File: src/rtcp_pkg.sv
// Shared constants of the real-time counter with periodic timer.
// Assumes byte addresses equal four times the register index.
package rtcp_pkg;

  // Register indices; byte address is four times the index
  localparam logic [5:0] CTRL_IDX = 6'h00;
  localparam logic [5:0] STATUS_IDX = 6'h01;
  localparam logic [5:0] IRQ_ENABLE_IDX = 6'h02;
  localparam logic [5:0] IRQ_FLAGS_IDX = 6'h03;
  localparam logic [5:0] CALIBRATION_IDX = 6'h06;
  localparam logic [5:0] SOURCE_SELECT_IDX = 6'h07;
  localparam logic [5:0] COUNT_IDX = 6'h08;
  localparam logic [5:0] PERIOD_LIMIT_IDX = 6'h0a;
  localparam logic [5:0] COMPARE_IDX = 6'h0c;
  localparam logic [5:0] PERIODIC_CTRL_IDX = 6'h10;
  localparam logic [5:0] PERIODIC_STATUS_IDX = 6'h11;
  localparam logic [5:0] PERIODIC_IRQ_ENABLE_IDX = 6'h12;
  localparam logic [5:0] PERIODIC_IRQ_FLAGS_IDX = 6'h13;

  // Field positions
  localparam int CTRL_ENABLE_BIT = 0;
  localparam int CTRL_CORRECTION_BIT = 2;
  localparam int CTRL_PRESCALER_LSB = 3;
  localparam int PERIODIC_ENABLE_BIT = 0;
  localparam int PERIODIC_PERIOD_LSB = 3;
  localparam int FLAG_OVERFLOW_BIT = 0;
  localparam int FLAG_COMPARE_BIT = 1;
  localparam int CAL_SIGN_BIT = 7;

  // Reset values
  localparam logic [15:0] PERIOD_LIMIT_RESET = 16'hffff;
  localparam logic [15:0] COUNT_RESET = 16'h0000;
  localparam logic [15:0] COMPARE_RESET = 16'h0000;
  localparam logic [7:0] CAL_RESET = 8'h00;

  // Counter clock source codes
  localparam logic [1:0] SRC_INTERNAL_OSC = 2'h0;
  localparam logic [1:0] SRC_INTERNAL_DIV = 2'h1;
  localparam logic [1:0] SRC_CRYSTAL = 2'h2;
  localparam logic [1:0] SRC_EXTERNAL = 2'h3;
  localparam logic [4:0] OSC_DIV_LAST = 5'h1f;

  // Correction interval, in prescaler input cycles
  localparam logic [19:0] CORR_INTERVAL = 20'h0f4240;
  localparam logic [19:0] CORR_INTERVAL_LAST = 20'h0f423f;

  // Event divider taps: first event is prescaler bit 5 (divide by 64)
  localparam int EVENT_TAP_LSB = 5;
  localparam int EVENT_COUNT = 8;

  // AXI responses
  localparam logic [1:0] RESP_OKAY = 2'h0;
  localparam logic [1:0] RESP_SLVERR = 2'h2;

endpackage

File: src/rtcp_prescaler.sv
// Shared 15-bit prescaler with crystal error correction.
// Assumes srcTick is a one-cycle pulse per counter clock period.
`timescale 1ns/1ps
`default_nettype none
module rtcp_prescaler (
  // Clock and reset
  input wire logic core_clk,
  input wire logic resetn,
  // Control
  input wire logic srcTick,
  input wire logic run,
  input wire logic correctionEnable,
  input wire logic [7:0] crystalCalibration,
  input wire logic [3:0] prescSel,
  // Results
  output logic [14:0] prescCount,
  output logic counterTick
);

  typedef struct packed {
    logic [14:0] presc;
    logic [19:0] interval;
    logic [19:0] acc;
    logic active;
    logic negative;
    logic [6:0] err;
  } rtcp_presc_state_t;

  rtcp_presc_state_t s_q, s_d;
  logic [1:0] step;
  logic [15:0] mask;
  logic [20:0] accSum;
  logic corrNow;

  always_comb begin
    s_d = s_q;
    mask = (16'h0001 << prescSel) - 16'h0001;
    accSum = {1'b0, s_q.acc} + {14'h0000, s_q.err};
    corrNow = s_q.active && (accSum >= {1'b0, rtcp_pkg::CORR_INTERVAL});
    step = 2'h1;
    if (corrNow) begin
      step = s_q.negative ? 2'h2 : 2'h0;
    end
    counterTick = 1'b0;
    if (srcTick && run) begin
      s_d.presc = s_q.presc + {13'h0000, step};
      counterTick = ({1'b0, s_q.presc & mask[14:0]} + {14'h0000, step}) > mask;
      s_d.acc = corrNow ? 20'(accSum - {1'b0, rtcp_pkg::CORR_INTERVAL}) : accSum[19:0];
      if (s_q.interval == rtcp_pkg::CORR_INTERVAL_LAST) begin
        // Enable and error are only taken at interval boundaries
        s_d.interval = 20'h00000;
        s_d.acc = 20'h00000;
        s_d.active = correctionEnable;
        s_d.negative = crystalCalibration[rtcp_pkg::CAL_SIGN_BIT];
        s_d.err = crystalCalibration[6:0];
      end else begin
        s_d.interval = s_q.interval + 20'h00001;
      end
    end
    prescCount = s_q.presc;
  end

  always_ff @(posedge core_clk or negedge resetn) begin
    if (!resetn) begin
      s_q <= '0;
    end else begin
      s_q <= s_d;
    end
  end

endmodule // rtcp_prescaler
`default_nettype wire

File: src/rtcp_counter.sv
// Real-time counter and periodic timer with an AXI4-Lite register slave.
// Assumes clock source inputs are levels synchronous to core_clk.
//
// What this block does
// - Compare flag and event after matching count.
// - Period match: overflow flag, event, wrap zero.
// - Four selectable counter clock sources.
// - 15-bit prescaler output advances the counter.
// - Correction spreads error cycles per million.
// - Speed up skips, slow down inserts counts.
// - Finish ongoing correction interval before stopping.
// - Count and periodic intervals include correction.
// - Periodic interrupt every power-of-two periods.
// - Eight level events, prescaler divided 64..8192.
// - Events pulse one counter period, same conditions.
// - Shared prescaler runs if either enabled.
// - First tick may take up to period.
// - Periodic output toggles every half period.
// - Counter enable bit starts and stops counter.
// - Periodic enable bit starts and stops timer.
// - Request held while enable and flag set.
`timescale 1ns/1ps
`default_nettype none
module rtcp_counter (
  // Clock and reset
  input wire logic core_clk,
  input wire logic resetn,
  // AXI4-Lite write address
  input wire logic [7:0] s_axi_awaddr,
  input wire logic s_axi_awvalid,
  output logic s_axi_awready,
  // AXI4-Lite write data
  input wire logic [31:0] s_axi_wdata,
  input wire logic [3:0] s_axi_wstrb,
  input wire logic s_axi_wvalid,
  output logic s_axi_wready,
  // AXI4-Lite write response
  output logic [1:0] s_axi_bresp,
  output logic s_axi_bvalid,
  input wire logic s_axi_bready,
  // AXI4-Lite read address
  input wire logic [7:0] s_axi_araddr,
  input wire logic s_axi_arvalid,
  output logic s_axi_arready,
  // AXI4-Lite read data
  output logic [31:0] s_axi_rdata,
  output logic [1:0] s_axi_rresp,
  output logic s_axi_rvalid,
  input wire logic s_axi_rready,
  // Counter clock sources
  input wire logic crystalClk,
  input wire logic externalClk,
  input wire logic internalOscClk,
  // Events and interrupt requests
  output logic overflowWrapEvent,
  output logic compareMatchEvent,
  output logic [7:0] periodicDivEvent,
  output logic counterIrq,
  output logic periodicIrq
);

  typedef struct packed {
    logic awFull;
    logic [5:0] awIdx;
    logic wFull;
    logic [31:0] wData;
    logic [3:0] wStrb;
    logic awReady;
    logic wReady;
    logic bValid;
    logic [1:0] bResp;
    logic arReady;
    logic rValid;
    logic [1:0] rResp;
    logic [31:0] rData;
    logic counterEnable;
    logic correctionEnable;
    logic [3:0] prescSel;
    logic [1:0] irqEnable;
    logic [1:0] flags;
    logic [7:0] calibration;
    logic [1:0] srcSel;
    logic [15:0] countValue;
    logic [15:0] periodLimit;
    logic [15:0] compareValue;
    logic periodicEnable;
    logic [3:0] periodicPeriod;
    logic periodicIrqEnable;
    logic periodicFlag;
    logic [2:0] srcPrev;
    logic [4:0] oscDiv;
    logic srcTick;
    logic periodicLevelPrev;
    logic overflowEvent;
    logic compareEvent;
    logic [7:0] divEvent;
    logic counterIrq;
    logic periodicIrq;
  } rtcp_state_t;

  rtcp_state_t s_q, s_d;
  logic [14:0] prescCount;
  logic counterTick;
  logic periodicLevel;
  logic writeNow;
  logic [5:0] arIdx;

  // Byte-lane merge, used by the count, period limit and compare writes
  function automatic logic [15:0] laneMerge(input logic [15:0] old, input logic [31:0] data,
                                            input logic [3:0] strb);
    logic [15:0] r;
    r = old;
    if (strb[0]) begin
      r[7:0] = data[7:0];
    end
    if (strb[1]) begin
      r[15:8] = data[15:8];
    end
    return r;
  endfunction

  // Index of a mapped register
  function automatic logic isMapped(input logic [5:0] idx);
    case (idx)
      rtcp_pkg::CTRL_IDX, rtcp_pkg::STATUS_IDX, rtcp_pkg::IRQ_ENABLE_IDX,
      rtcp_pkg::IRQ_FLAGS_IDX, rtcp_pkg::CALIBRATION_IDX, rtcp_pkg::SOURCE_SELECT_IDX,
      rtcp_pkg::COUNT_IDX, rtcp_pkg::PERIOD_LIMIT_IDX, rtcp_pkg::COMPARE_IDX,
      rtcp_pkg::PERIODIC_CTRL_IDX, rtcp_pkg::PERIODIC_STATUS_IDX,
      rtcp_pkg::PERIODIC_IRQ_ENABLE_IDX, rtcp_pkg::PERIODIC_IRQ_FLAGS_IDX: return 1'b1;
      default: return 1'b0;
    endcase
  endfunction

  rtcp_prescaler u_prescaler (
    .core_clk(core_clk),
    .resetn(resetn),
    .srcTick(s_q.srcTick),
    .run(s_q.counterEnable || s_q.periodicEnable),
    .correctionEnable(s_q.correctionEnable),
    .crystalCalibration(s_q.calibration),
    .prescSel(s_q.prescSel),
    .prescCount(prescCount),
    .counterTick(counterTick)
  );

  // Periodic output: prescaler bit k for a period of 2^(k+1), off at 0 and 15
  always_comb begin
    periodicLevel = 1'b0;
    if (s_q.periodicPeriod != 4'h0 && s_q.periodicPeriod != 4'hf) begin
      periodicLevel = prescCount[s_q.periodicPeriod];
    end
  end

  assign arIdx = s_axi_araddr[7:2];
  assign writeNow = s_q.awFull && s_q.wFull && !s_q.bValid;

  always_comb begin
    s_d = s_q;

    ////////////////////////////////////////////////////////////////////////
    // Counter clock source select
    s_d.srcPrev = {crystalClk, externalClk, internalOscClk};
    s_d.srcTick = 1'b0;
    if (internalOscClk && !s_q.srcPrev[0]) begin
      s_d.oscDiv = s_q.oscDiv + 5'h01;
    end
    unique case (s_q.srcSel)
      rtcp_pkg::SRC_INTERNAL_OSC: s_d.srcTick = internalOscClk && !s_q.srcPrev[0];
      rtcp_pkg::SRC_INTERNAL_DIV: begin
        s_d.srcTick = internalOscClk && !s_q.srcPrev[0] &&
                      (s_q.oscDiv == rtcp_pkg::OSC_DIV_LAST);
      end
      rtcp_pkg::SRC_EXTERNAL: s_d.srcTick = externalClk && !s_q.srcPrev[1];
      rtcp_pkg::SRC_CRYSTAL: s_d.srcTick = crystalClk && !s_q.srcPrev[2];
    endcase

    ////////////////////////////////////////////////////////////////////////
    // Events last one counter clock period
    if (s_q.srcTick) begin
      s_d.overflowEvent = 1'b0;
      s_d.compareEvent = 1'b0;
    end

    ////////////////////////////////////////////////////////////////////////
    // AXI4-Lite write path
    s_d.bValid = s_q.bValid && !s_axi_bready;
    if (writeNow) begin
      s_d.awFull = 1'b0;
      s_d.wFull = 1'b0;
      s_d.bValid = 1'b1;
      s_d.bResp = isMapped(s_q.awIdx) ? rtcp_pkg::RESP_OKAY : rtcp_pkg::RESP_SLVERR;
      case (s_q.awIdx)
        rtcp_pkg::CTRL_IDX: begin
          if (s_q.wStrb[0]) begin
            s_d.counterEnable = s_q.wData[rtcp_pkg::CTRL_ENABLE_BIT];
            s_d.correctionEnable = s_q.wData[rtcp_pkg::CTRL_CORRECTION_BIT];
            s_d.prescSel = s_q.wData[rtcp_pkg::CTRL_PRESCALER_LSB +: 4];
          end
        end
        rtcp_pkg::IRQ_ENABLE_IDX: begin
          if (s_q.wStrb[0]) begin
            s_d.irqEnable = s_q.wData[1:0];
          end
        end
        rtcp_pkg::IRQ_FLAGS_IDX: begin
          if (s_q.wStrb[0]) begin
            s_d.flags = s_q.flags & ~s_q.wData[1:0];
          end
        end
        rtcp_pkg::CALIBRATION_IDX: begin
          if (s_q.wStrb[0]) begin
            s_d.calibration = s_q.wData[7:0];
          end
        end
        rtcp_pkg::SOURCE_SELECT_IDX: begin
          if (s_q.wStrb[0]) begin
            s_d.srcSel = s_q.wData[1:0];
          end
        end
        rtcp_pkg::COUNT_IDX: s_d.countValue = laneMerge(s_q.countValue, s_q.wData, s_q.wStrb);
        rtcp_pkg::PERIOD_LIMIT_IDX: begin
          s_d.periodLimit = laneMerge(s_q.periodLimit, s_q.wData, s_q.wStrb);
        end
        rtcp_pkg::COMPARE_IDX: begin
          s_d.compareValue = laneMerge(s_q.compareValue, s_q.wData, s_q.wStrb);
        end
        rtcp_pkg::PERIODIC_CTRL_IDX: begin
          if (s_q.wStrb[0]) begin
            s_d.periodicEnable = s_q.wData[rtcp_pkg::PERIODIC_ENABLE_BIT];
            s_d.periodicPeriod = s_q.wData[rtcp_pkg::PERIODIC_PERIOD_LSB +: 4];
          end
        end
        rtcp_pkg::PERIODIC_IRQ_ENABLE_IDX: begin
          if (s_q.wStrb[0]) begin
            s_d.periodicIrqEnable = s_q.wData[0];
          end
        end
        rtcp_pkg::PERIODIC_IRQ_FLAGS_IDX: begin
          if (s_q.wStrb[0] && s_q.wData[0]) begin
            s_d.periodicFlag = 1'b0;
          end
        end
        default: begin
        end
      endcase
    end
    if (s_axi_awvalid && s_q.awReady) begin
      s_d.awFull = 1'b1;
      s_d.awIdx = s_axi_awaddr[7:2];
    end
    if (s_axi_wvalid && s_q.wReady) begin
      s_d.wFull = 1'b1;
      s_d.wData = s_axi_wdata;
      s_d.wStrb = s_axi_wstrb;
    end
    s_d.awReady = !s_d.awFull;
    s_d.wReady = !s_d.wFull;

    ////////////////////////////////////////////////////////////////////////
    // Counter: tick after a match sets its flag and event; a period match also wraps
    if (counterTick && s_q.counterEnable) begin
      if (s_q.countValue == s_q.periodLimit) begin
        s_d.countValue = 16'h0000;
        s_d.flags[rtcp_pkg::FLAG_OVERFLOW_BIT] = 1'b1;
        s_d.overflowEvent = 1'b1;
      end else begin
        s_d.countValue = s_q.countValue + 16'h0001;
      end
      if (s_q.countValue == s_q.compareValue) begin
        s_d.flags[rtcp_pkg::FLAG_COMPARE_BIT] = 1'b1;
        s_d.compareEvent = 1'b1;
      end
    end

    ////////////////////////////////////////////////////////////////////////
    // Periodic timer: rising edge of the divided level sets its flag
    s_d.periodicLevelPrev = periodicLevel;
    if (s_q.periodicEnable && periodicLevel && !s_q.periodicLevelPrev) begin
      s_d.periodicFlag = 1'b1;
    end
    for (int i = 0; i < rtcp_pkg::EVENT_COUNT; i++) begin
      s_d.divEvent[i] = prescCount[rtcp_pkg::EVENT_TAP_LSB + i] && s_q.periodicEnable;
    end

    // Requests stand while enable and flag are both set
    s_d.counterIrq = |(s_d.flags & s_d.irqEnable);
    s_d.periodicIrq = s_d.periodicFlag && s_d.periodicIrqEnable;

    ////////////////////////////////////////////////////////////////////////
    // AXI4-Lite read path
    s_d.rValid = s_q.rValid && !s_axi_rready;
    if (s_axi_arvalid && s_q.arReady) begin
      s_d.rValid = 1'b1;
      s_d.rResp = isMapped(arIdx) ? rtcp_pkg::RESP_OKAY : rtcp_pkg::RESP_SLVERR;
      s_d.rData = 32'h00000000;
      case (arIdx)
        rtcp_pkg::CTRL_IDX: begin
          s_d.rData[rtcp_pkg::CTRL_ENABLE_BIT] = s_q.counterEnable;
          s_d.rData[rtcp_pkg::CTRL_CORRECTION_BIT] = s_q.correctionEnable;
          s_d.rData[rtcp_pkg::CTRL_PRESCALER_LSB +: 4] = s_q.prescSel;
        end
        rtcp_pkg::IRQ_ENABLE_IDX: s_d.rData[1:0] = s_q.irqEnable;
        rtcp_pkg::IRQ_FLAGS_IDX: s_d.rData[1:0] = s_q.flags;
        rtcp_pkg::CALIBRATION_IDX: s_d.rData[7:0] = s_q.calibration;
        rtcp_pkg::SOURCE_SELECT_IDX: s_d.rData[1:0] = s_q.srcSel;
        rtcp_pkg::COUNT_IDX: s_d.rData[15:0] = s_q.countValue;
        rtcp_pkg::PERIOD_LIMIT_IDX: s_d.rData[15:0] = s_q.periodLimit;
        rtcp_pkg::COMPARE_IDX: s_d.rData[15:0] = s_q.compareValue;
        rtcp_pkg::PERIODIC_CTRL_IDX: begin
          s_d.rData[rtcp_pkg::PERIODIC_ENABLE_BIT] = s_q.periodicEnable;
          s_d.rData[rtcp_pkg::PERIODIC_PERIOD_LSB +: 4] = s_q.periodicPeriod;
        end
        rtcp_pkg::PERIODIC_IRQ_ENABLE_IDX: s_d.rData[0] = s_q.periodicIrqEnable;
        rtcp_pkg::PERIODIC_IRQ_FLAGS_IDX: s_d.rData[0] = s_q.periodicFlag;
        default: s_d.rData = 32'h00000000;
      endcase
    end
    s_d.arReady = !s_d.rValid;
  end

  always_ff @(posedge core_clk or negedge resetn) begin
    if (!resetn) begin
      s_q <= '0;
      s_q.awReady <= 1'b1;
      s_q.wReady <= 1'b1;
      s_q.arReady <= 1'b1;
      s_q.periodLimit <= rtcp_pkg::PERIOD_LIMIT_RESET;
      s_q.countValue <= rtcp_pkg::COUNT_RESET;
      s_q.compareValue <= rtcp_pkg::COMPARE_RESET;
      s_q.calibration <= rtcp_pkg::CAL_RESET;
    end else begin
      s_q <= s_d;
    end
  end

  assign s_axi_awready = s_q.awReady;
  assign s_axi_wready = s_q.wReady;
  assign s_axi_bvalid = s_q.bValid;
  assign s_axi_bresp = s_q.bResp;
  assign s_axi_arready = s_q.arReady;
  assign s_axi_rvalid = s_q.rValid;
  assign s_axi_rresp = s_q.rResp;
  assign s_axi_rdata = s_q.rData;
  assign overflowWrapEvent = s_q.overflowEvent;
  assign compareMatchEvent = s_q.compareEvent;
  assign periodicDivEvent = s_q.divEvent;
  assign counterIrq = s_q.counterIrq;
  assign periodicIrq = s_q.periodicIrq;

endmodule // rtcp_counter
`default_nettype wire

File: config.mk
export PLATFORM = sky130hd
export DESIGN_NAME = rtcp_counter
export DESIGN_NICKNAME = d
export VERILOG_FILES = /design/src/rtcp_pkg.sv /design/src/rtcp_prescaler.sv /design/src/rtcp_counter.sv
export SDC_FILE = /design/constraint.sdc
export NUM_CORES = 1
export LEC_CHECK = 0
export BUFFER_PORTS_ARGS = -buffer_cell sky130_fd_sc_hd__buf_2
export CELL_PAD_IN_SITES_DETAIL_PLACEMENT = 0
export CELL_PAD_IN_SITES_GLOBAL_PLACEMENT = 1
export CORE_MARGIN = 1.5
export CORE_UTILIZATION = 51
export DETAILED_ROUTE_END_ITERATION = 6
export GPL_TIMING_DRIVEN = 0
export PLACE_DENSITY = 0.95
export SLEW_MARGIN = 20
export SYNTH_ARGS = -nofsm -noshare
export SYNTH_HDL_FRONTEND = slang
export SYNTH_HIERARCHICAL = 1
export SYNTH_SLANG_ARGS = --single-unit
export TNS_END_PERCENT = 20
File: constraint.sdc
create_clock -name core_clk -period 22.7 [get_ports core_clk]
set_input_delay 6.81 -clock core_clk [delete_from_list [all_inputs] [get_ports core_clk]]
set_output_delay 6.81 -clock core_clk [all_outputs]
set_load 0.03 [all_outputs]
==> results of run 1 <==
==> per-layer routing <==
metal	vias up	global-route usage	share of wire
met3	76	0.0333	0.058
met5	-	0	0.00035
met2	349	0.412	0.47
met4	2	0.0763	0.027
met1	5033	0.344	0.44
li1	4863	-	-
==> worst max-delay path: cells and delay by family (launching register included) <==
| family | cells | cell delay [ps] |
|---|---|---|
| AO/OA/AOI/OAI | 12 | 2110 |
| flip-flops | 1 | 390 |
| adder cells (fa/ha/maj) | 4 | 1210 |
| AND/OR/NAND/NOR | 12 | 3170 |
| buffers and inverters | 4 | 1460 |
| XOR/XNOR | 2 | 290 |
==> layout by cell type (no fill, tap or decap), types with 41 or more instances in the layout <==
master    instances
nand2_1         134
clkbuf_1         61
nand3_1          47
dfrtp_1         191
xor2_1           48
inv_1            45
mux2_2           80
buf_4            58
o21ai_0          61
xnor2_1          41
buf_2            82
nor2_1           86
==> report_power, final <==
part / switching [W] / internal, W
clock network: 0.000160 / 0.000260
registers: 0.0000851 / 0.000458
logic: 0.000224 / 0.000169
==> flip-flops by register name (all words and copies together) (netlist names), 8 cells and up <==
| name | cells |
|---|---|
| periodicDivEvent | 8 |
| u_prescaler/s_q | 49 |
| s_q | 111 |
| u_prescaler/prescCount | 15 |
| s_axi_rdata | 16 |
==> worst paths after layout <==
kind,start,to,cells after the start
worst max register to register,u_prescaler/s_q[15]$_DFFE_PN0P_,s_q[67]$_DFFE_PN0P_,34
worst min register to register,s_q[17]$_DFFE_PN0N_,s_q[17]$_DFFE_PN0N_,1
worst min-delay path,s_q[17]$_DFFE_PN0N_,s_q[17]$_DFFE_PN0N_,1
max in group asynchronous,resetn,s_axi_wready$_DFF_PN1_,3
min in group asynchronous,resetn,u_prescaler/prescCount[4]$_DFFE_PN0P_,1
worst max-delay path,u_prescaler/s_q[15]$_DFFE_PN0P_,s_q[67]$_DFFE_PN0P_,34
==> per-stage QoR <==
step | std cells | util | total power (W)
finish | 1764 | 0.589 | 0.00136
global route | 1764 | 0.589 | 0.00143
CTS | 1764 | 0.589 | 0.00136
detailed placement | 1719 | 0.553 | 0.000935
global placement | 1717 | 0.550 | 0.000916
floorplan | 1321 | - | 0.000809
==> final cells by class <==
class                      count  share of cell area
inverter                      47              0.0124
clock buffer                  31              0.0483
tap                          324              0.0285
sequential                   210               0.371
clock inverter                14              0.0129
buffer                       131              0.0520
multi-input combinational    933               0.446
timing repair buffer          74              0.0299
==> metrics.txt, run 1 <==
Startpoint Class=flip-flop; Root Driver=clkbuf_16; Total Wirelength=around 31000 µm; total CTS buffers=25; Worst-Margin Slew=about 940 ps; Iter 0 DRT Violations=between 900 and 1000; setup_tns=0 ps; Final ANT Viol Nets=0; Overflow after GRT=0; number of global-route vias before repair=10194; WS Path Type=reg -> reg; clock-pin slew of the registers on the worst-case setup and hold paths=60 ps; Vias/cell=5.85; overall global routing resource usage=0.250; Syn. warnings=6; fraction of layout cells with a size suffix above 1=0.215; Die W=159 µm; LEAKAGE=6.50 nW; WP data required=roughly 23000 ps; Vias=10323; drt wl/cell=17.8 µm; Die H=159 µm; diode count=0; drt pass-1 iters=7; Clock Tree Buf Depth=3; status=finished with violations; worst slack at placement=roughly 14000 ps; initial core utilization=0.516; Worst Setup End Kind=flip-flop; Crit path largest cell delay=600 ps; failing checks=DRC; Max Cap Viol=0; Post-Syn Area=12500 µm²; Worst-Skew Late Latency=530 ps; # hold bufs at CTS=0; Final Max Slew Viols=0; CTS Sinks=210; FMAX=around 0.11 GHz; VDD IR max=87.9 µV; # rows=57; RSZ-0062 raised after global routing=false; drt drc=4; Worst slew margin=0.371; FF-to-FF setup slack=13920 ps; placed inst area=between 10000 and 15000 µm²; IO Port Bufs=72; die area=25400 µm²; final instance area=14200 µm²; FILL cells=2022; final hold slack=474 ps; DP HPWL=around 23000 µm; Power Dens Cells=95.2 nW/µm²; nets=1519; min-delay worst type=reg -> reg; Critical Path AT=~9000 ps; Final Hold Fails=0; largest net degree at the start of global routing=between 90 and 100; synth-to-layout area growth=14.2%; crit path max fanout=10; core area=24200 µm²; Avg Inst Size Synth=9.57 µm²; Post-CTS Setup Inserts=0; global-route wire length before repair=between 50000 and 60000 µm; crit path time final=about 8800 ps; Reg area=5280 µm²; CTS tree=done; period utilization=0.387; Gates resized, CTS repair=0; CTS H-tree depth=1; slowest CP cell=nor2_1; setup violators final=0; multi-input logic area=~6300 µm²; Syn Inst Count=~1300; IO Count=115; Placer Congestion=0.932; initial antenna violation count=1; Worst Skew=21.3 ps; fin worst setup slack=about 14000 ps
(Power assumes the default switching activity.)
==> run 2, diff against run 1 <==
--- a/config.mk
+++ b/config.mk
@@ -9,10 +9,10 @@
 export CELL_PAD_IN_SITES_DETAIL_PLACEMENT = 0
 export CELL_PAD_IN_SITES_GLOBAL_PLACEMENT = 1
 export CORE_MARGIN = 1.5
-export CORE_UTILIZATION = 51
+export CORE_UTILIZATION = 42
 export DETAILED_ROUTE_END_ITERATION = 6
 export GPL_TIMING_DRIVEN = 0
-export PLACE_DENSITY = 0.95
+export PLACE_DENSITY = 0.84
 export SLEW_MARGIN = 20
 export SYNTH_ARGS = -nofsm -noshare
 export SYNTH_HDL_FRONTEND = slang
==> constraint.sdc (replaced) <==
create_clock -name core_clk -period 7.1 [get_ports core_clk]
set_input_delay 2.13 -clock core_clk [delete_from_list [all_inputs] [get_ports core_clk]]
set_output_delay 2.13 -clock core_clk [all_outputs]
set_load 0.03 [all_outputs]
==> metrics.txt, run 2 (synthesis gave the netlist of run 1 again) <==
Vias=10379 (+0.54%); crit path time final=6960 ps (-1820 ps); internal power=0.00285 W (+220%); period utilization=0.980 (+0.593); drt pass-1 iters=6 (-1); hold-critical path depth=1 (unchanged); number of global-route vias before repair=9811 (-3.8%); cell mode on critical path=or4_4; initial core utilization=0.431 (-0.0849); Worst Setup End Kind=flip-flop; RSZ-0062 raised after global routing=true; WS Path Type=reg -> reg; VDD IR max=250 µV (+180%); clock-pin slew of the registers on the worst-case setup and hold paths=60 ps (about the same); Largest Register=s_q; Power Dens Cells=298 nW/µm² (+210%); sw power=0.00154 W (+230%); Placer Congestion=0.898 (-3.7%); FMAX=0.144 GHz (+26%); Final Hold Fails=0 (unchanged); worst setup path end=s_q[65]$_DFFE_PN0P_; Max Cap Viol=0 (unchanged); fraction of layout cells with a size suffix above 1=0.247 (+0.0322); Setup crit start=u_prescaler/s_q[6]$_DFFE_PN0P_; RR Startpoint=u_prescaler/s_q[6]$_DFFE_PN0P_; commonest cells after routing, fill and taps aside=dfrtp_1, nand2_1, nor2_1; IO Count=115 (unchanged); Clk network pwr share=0.308 (-0.002); Worst-Margin Slew=980 ps (+39.1 ps); Crit path largest cell delay=550 ps (-50 ps); Total Wirelength=32900 µm (+4.6%); Iter 0 DRT Violations=955 (+2.7%); overall global routing resource usage=0.212 (-0.0383); WP data required=7520 ps (-15560 ps); Die W=175 µm (+10%); Sw Share=0.350 (+0.00444); initial antenna violation count=2 (+1); setup violators final=0 (unchanged); LEAKAGE=6.67 nW (+2.6%); Startpoint Class=flip-flop; R2R Path End=s_q[65]$_DFFE_PN0P_; min-delay src=s_q[17]$_DFFE_PN0N_; Overflow after GRT=0 (unchanged); Die H=175 µm (+10%); sequential power share=0.399 (-0.002); total CTS buffers=25 (unchanged); die area=30800 µm² (+21%); combinational power share=0.293 (+0.004); Vias/cell=5.63 (-3.9%); Root Driver=clkbuf_16; synth-to-layout area growth=17.9%; FF-to-FF setup slack=140 ps (-13780 ps); DP HPWL=23600 µm (+4.1%); Reg2Reg Depth=28 (-18%); # rows=62 (+8.8%); nets=1537 (+1.2%); final instance area=14700 µm² (+3.3%); Clock Tree Buf Depth=3 (unchanged); CTS Sinks=210 (unchanged); Worst-Skew Late Latency=530 ps (about the same); drt drc=0 (-4); global-route wire length before repair=52600 µm (+0.74%); most common cell after layout, fill and taps aside=dfrtp_1; largest net degree at the start of global routing=93 (unchanged); Critical Path AT=7380 ps (-1780 ps); crit path max fanout=10 (unchanged); drt wl/cell=17.8 µm (about the same); min-delay worst type=reg -> reg; slowest CP cell=or4_4; status=finished clean; max reg flops=111 (unchanged); Final ANT Viol Nets=0 (unchanged); placed inst area=13400 µm² (+0.56%); Worst Skew=13.2 ps (-8.12 ps); Util after Layout=0.509 (-0.0806); Final Max Slew Viols=0 (unchanged); CTS H-tree depth=1 (unchanged); core area=28900 µm² (+20%); Worst slew margin=0.345 (-0.0261); final hold slack=473 ps (-0.626 ps); CTS tree=done; IO Port Bufs=72 (unchanged)
run 2: power groups by stage:
stage	Combinational, W	Clock, W	Sequential (W)
6_report	0.00129	0.00135	0.00175
5_1_grt	0.00143	0.00143	0.00178
4_1_cts	0.00127	0.00138	0.00174
3_5_place_dp	0.00124	0	0.00176
3_3_place_gp	0.00121	0	0.00174
2_1_floorplan	0.000927	0	0.00166
run 2: worst min-delay path by stage:
stage	slack, ps	endpoint
5_1_grt	510	s_q[17]$_DFFE_PN0N_
3_3_place_gp	450	s_q[17]$_DFFE_PN0N_
2_1_floorplan	440	s_q[17]$_DFFE_PN0N_
4_1_cts	480	s_q[17]$_DFFE_PN0N_
3_5_place_dp	460	s_q[17]$_DFFE_PN0N_
6_report	470	s_q[17]$_DFFE_PN0N_
run 2: what timing repair did:
item	CTS	global route
gates resized for setup	32	37
setup buffers	9	11
endpoints found under the setup margin	21	21
hold buffers	0	0
pin swaps	6	15
cloned	0	1
run 2: stage by stage:
stage	setup TNS, ps	std cells	power, W	setup WS (ps)
final	0	1845	0.00439	139
after detailed placement	-28620	1779	0.00299	-1580
after CTS	0	1832	0.00439	2.89
after global placement	-28760	1777	0.00295	-1620
after floorplan	0	1321	0.00259	12.4
after global routing	-1270	1844	0.00464	-145
run 2: layout make-up:
class / count / area, µm²
multi-input combinational: 934 / 6570
inverter: 47 / 176
sequential: 210 / 5280
clock buffer: 32 / 692
tap: 384 / 480
buffer: 129 / 776
clock inverter: 14 / 176
fill: 2620 / 14200
antenna: 2 / 5.00
timing repair buffer: 93 / 568
run 2: metal layers:
layer,global-route usage,routed length [µm]
met3,0.0307,1920
met1,0.305,15300
met5,0,0
met4,0.0616,744
met2,0.331,14900
run 2: worst max-delay path, delay by kind of cell, from the launching register on:
kind | cells | cell delay (ps)
buffers and inverters | 2 | 340
and+or+nand+nor | 11 | 3110
xor gates and xnor gates | 1 | 190
AOI/OAI and AO/OA | 11 | 2020
DFF | 1 | 400
adders and majority gates | 3 | 790
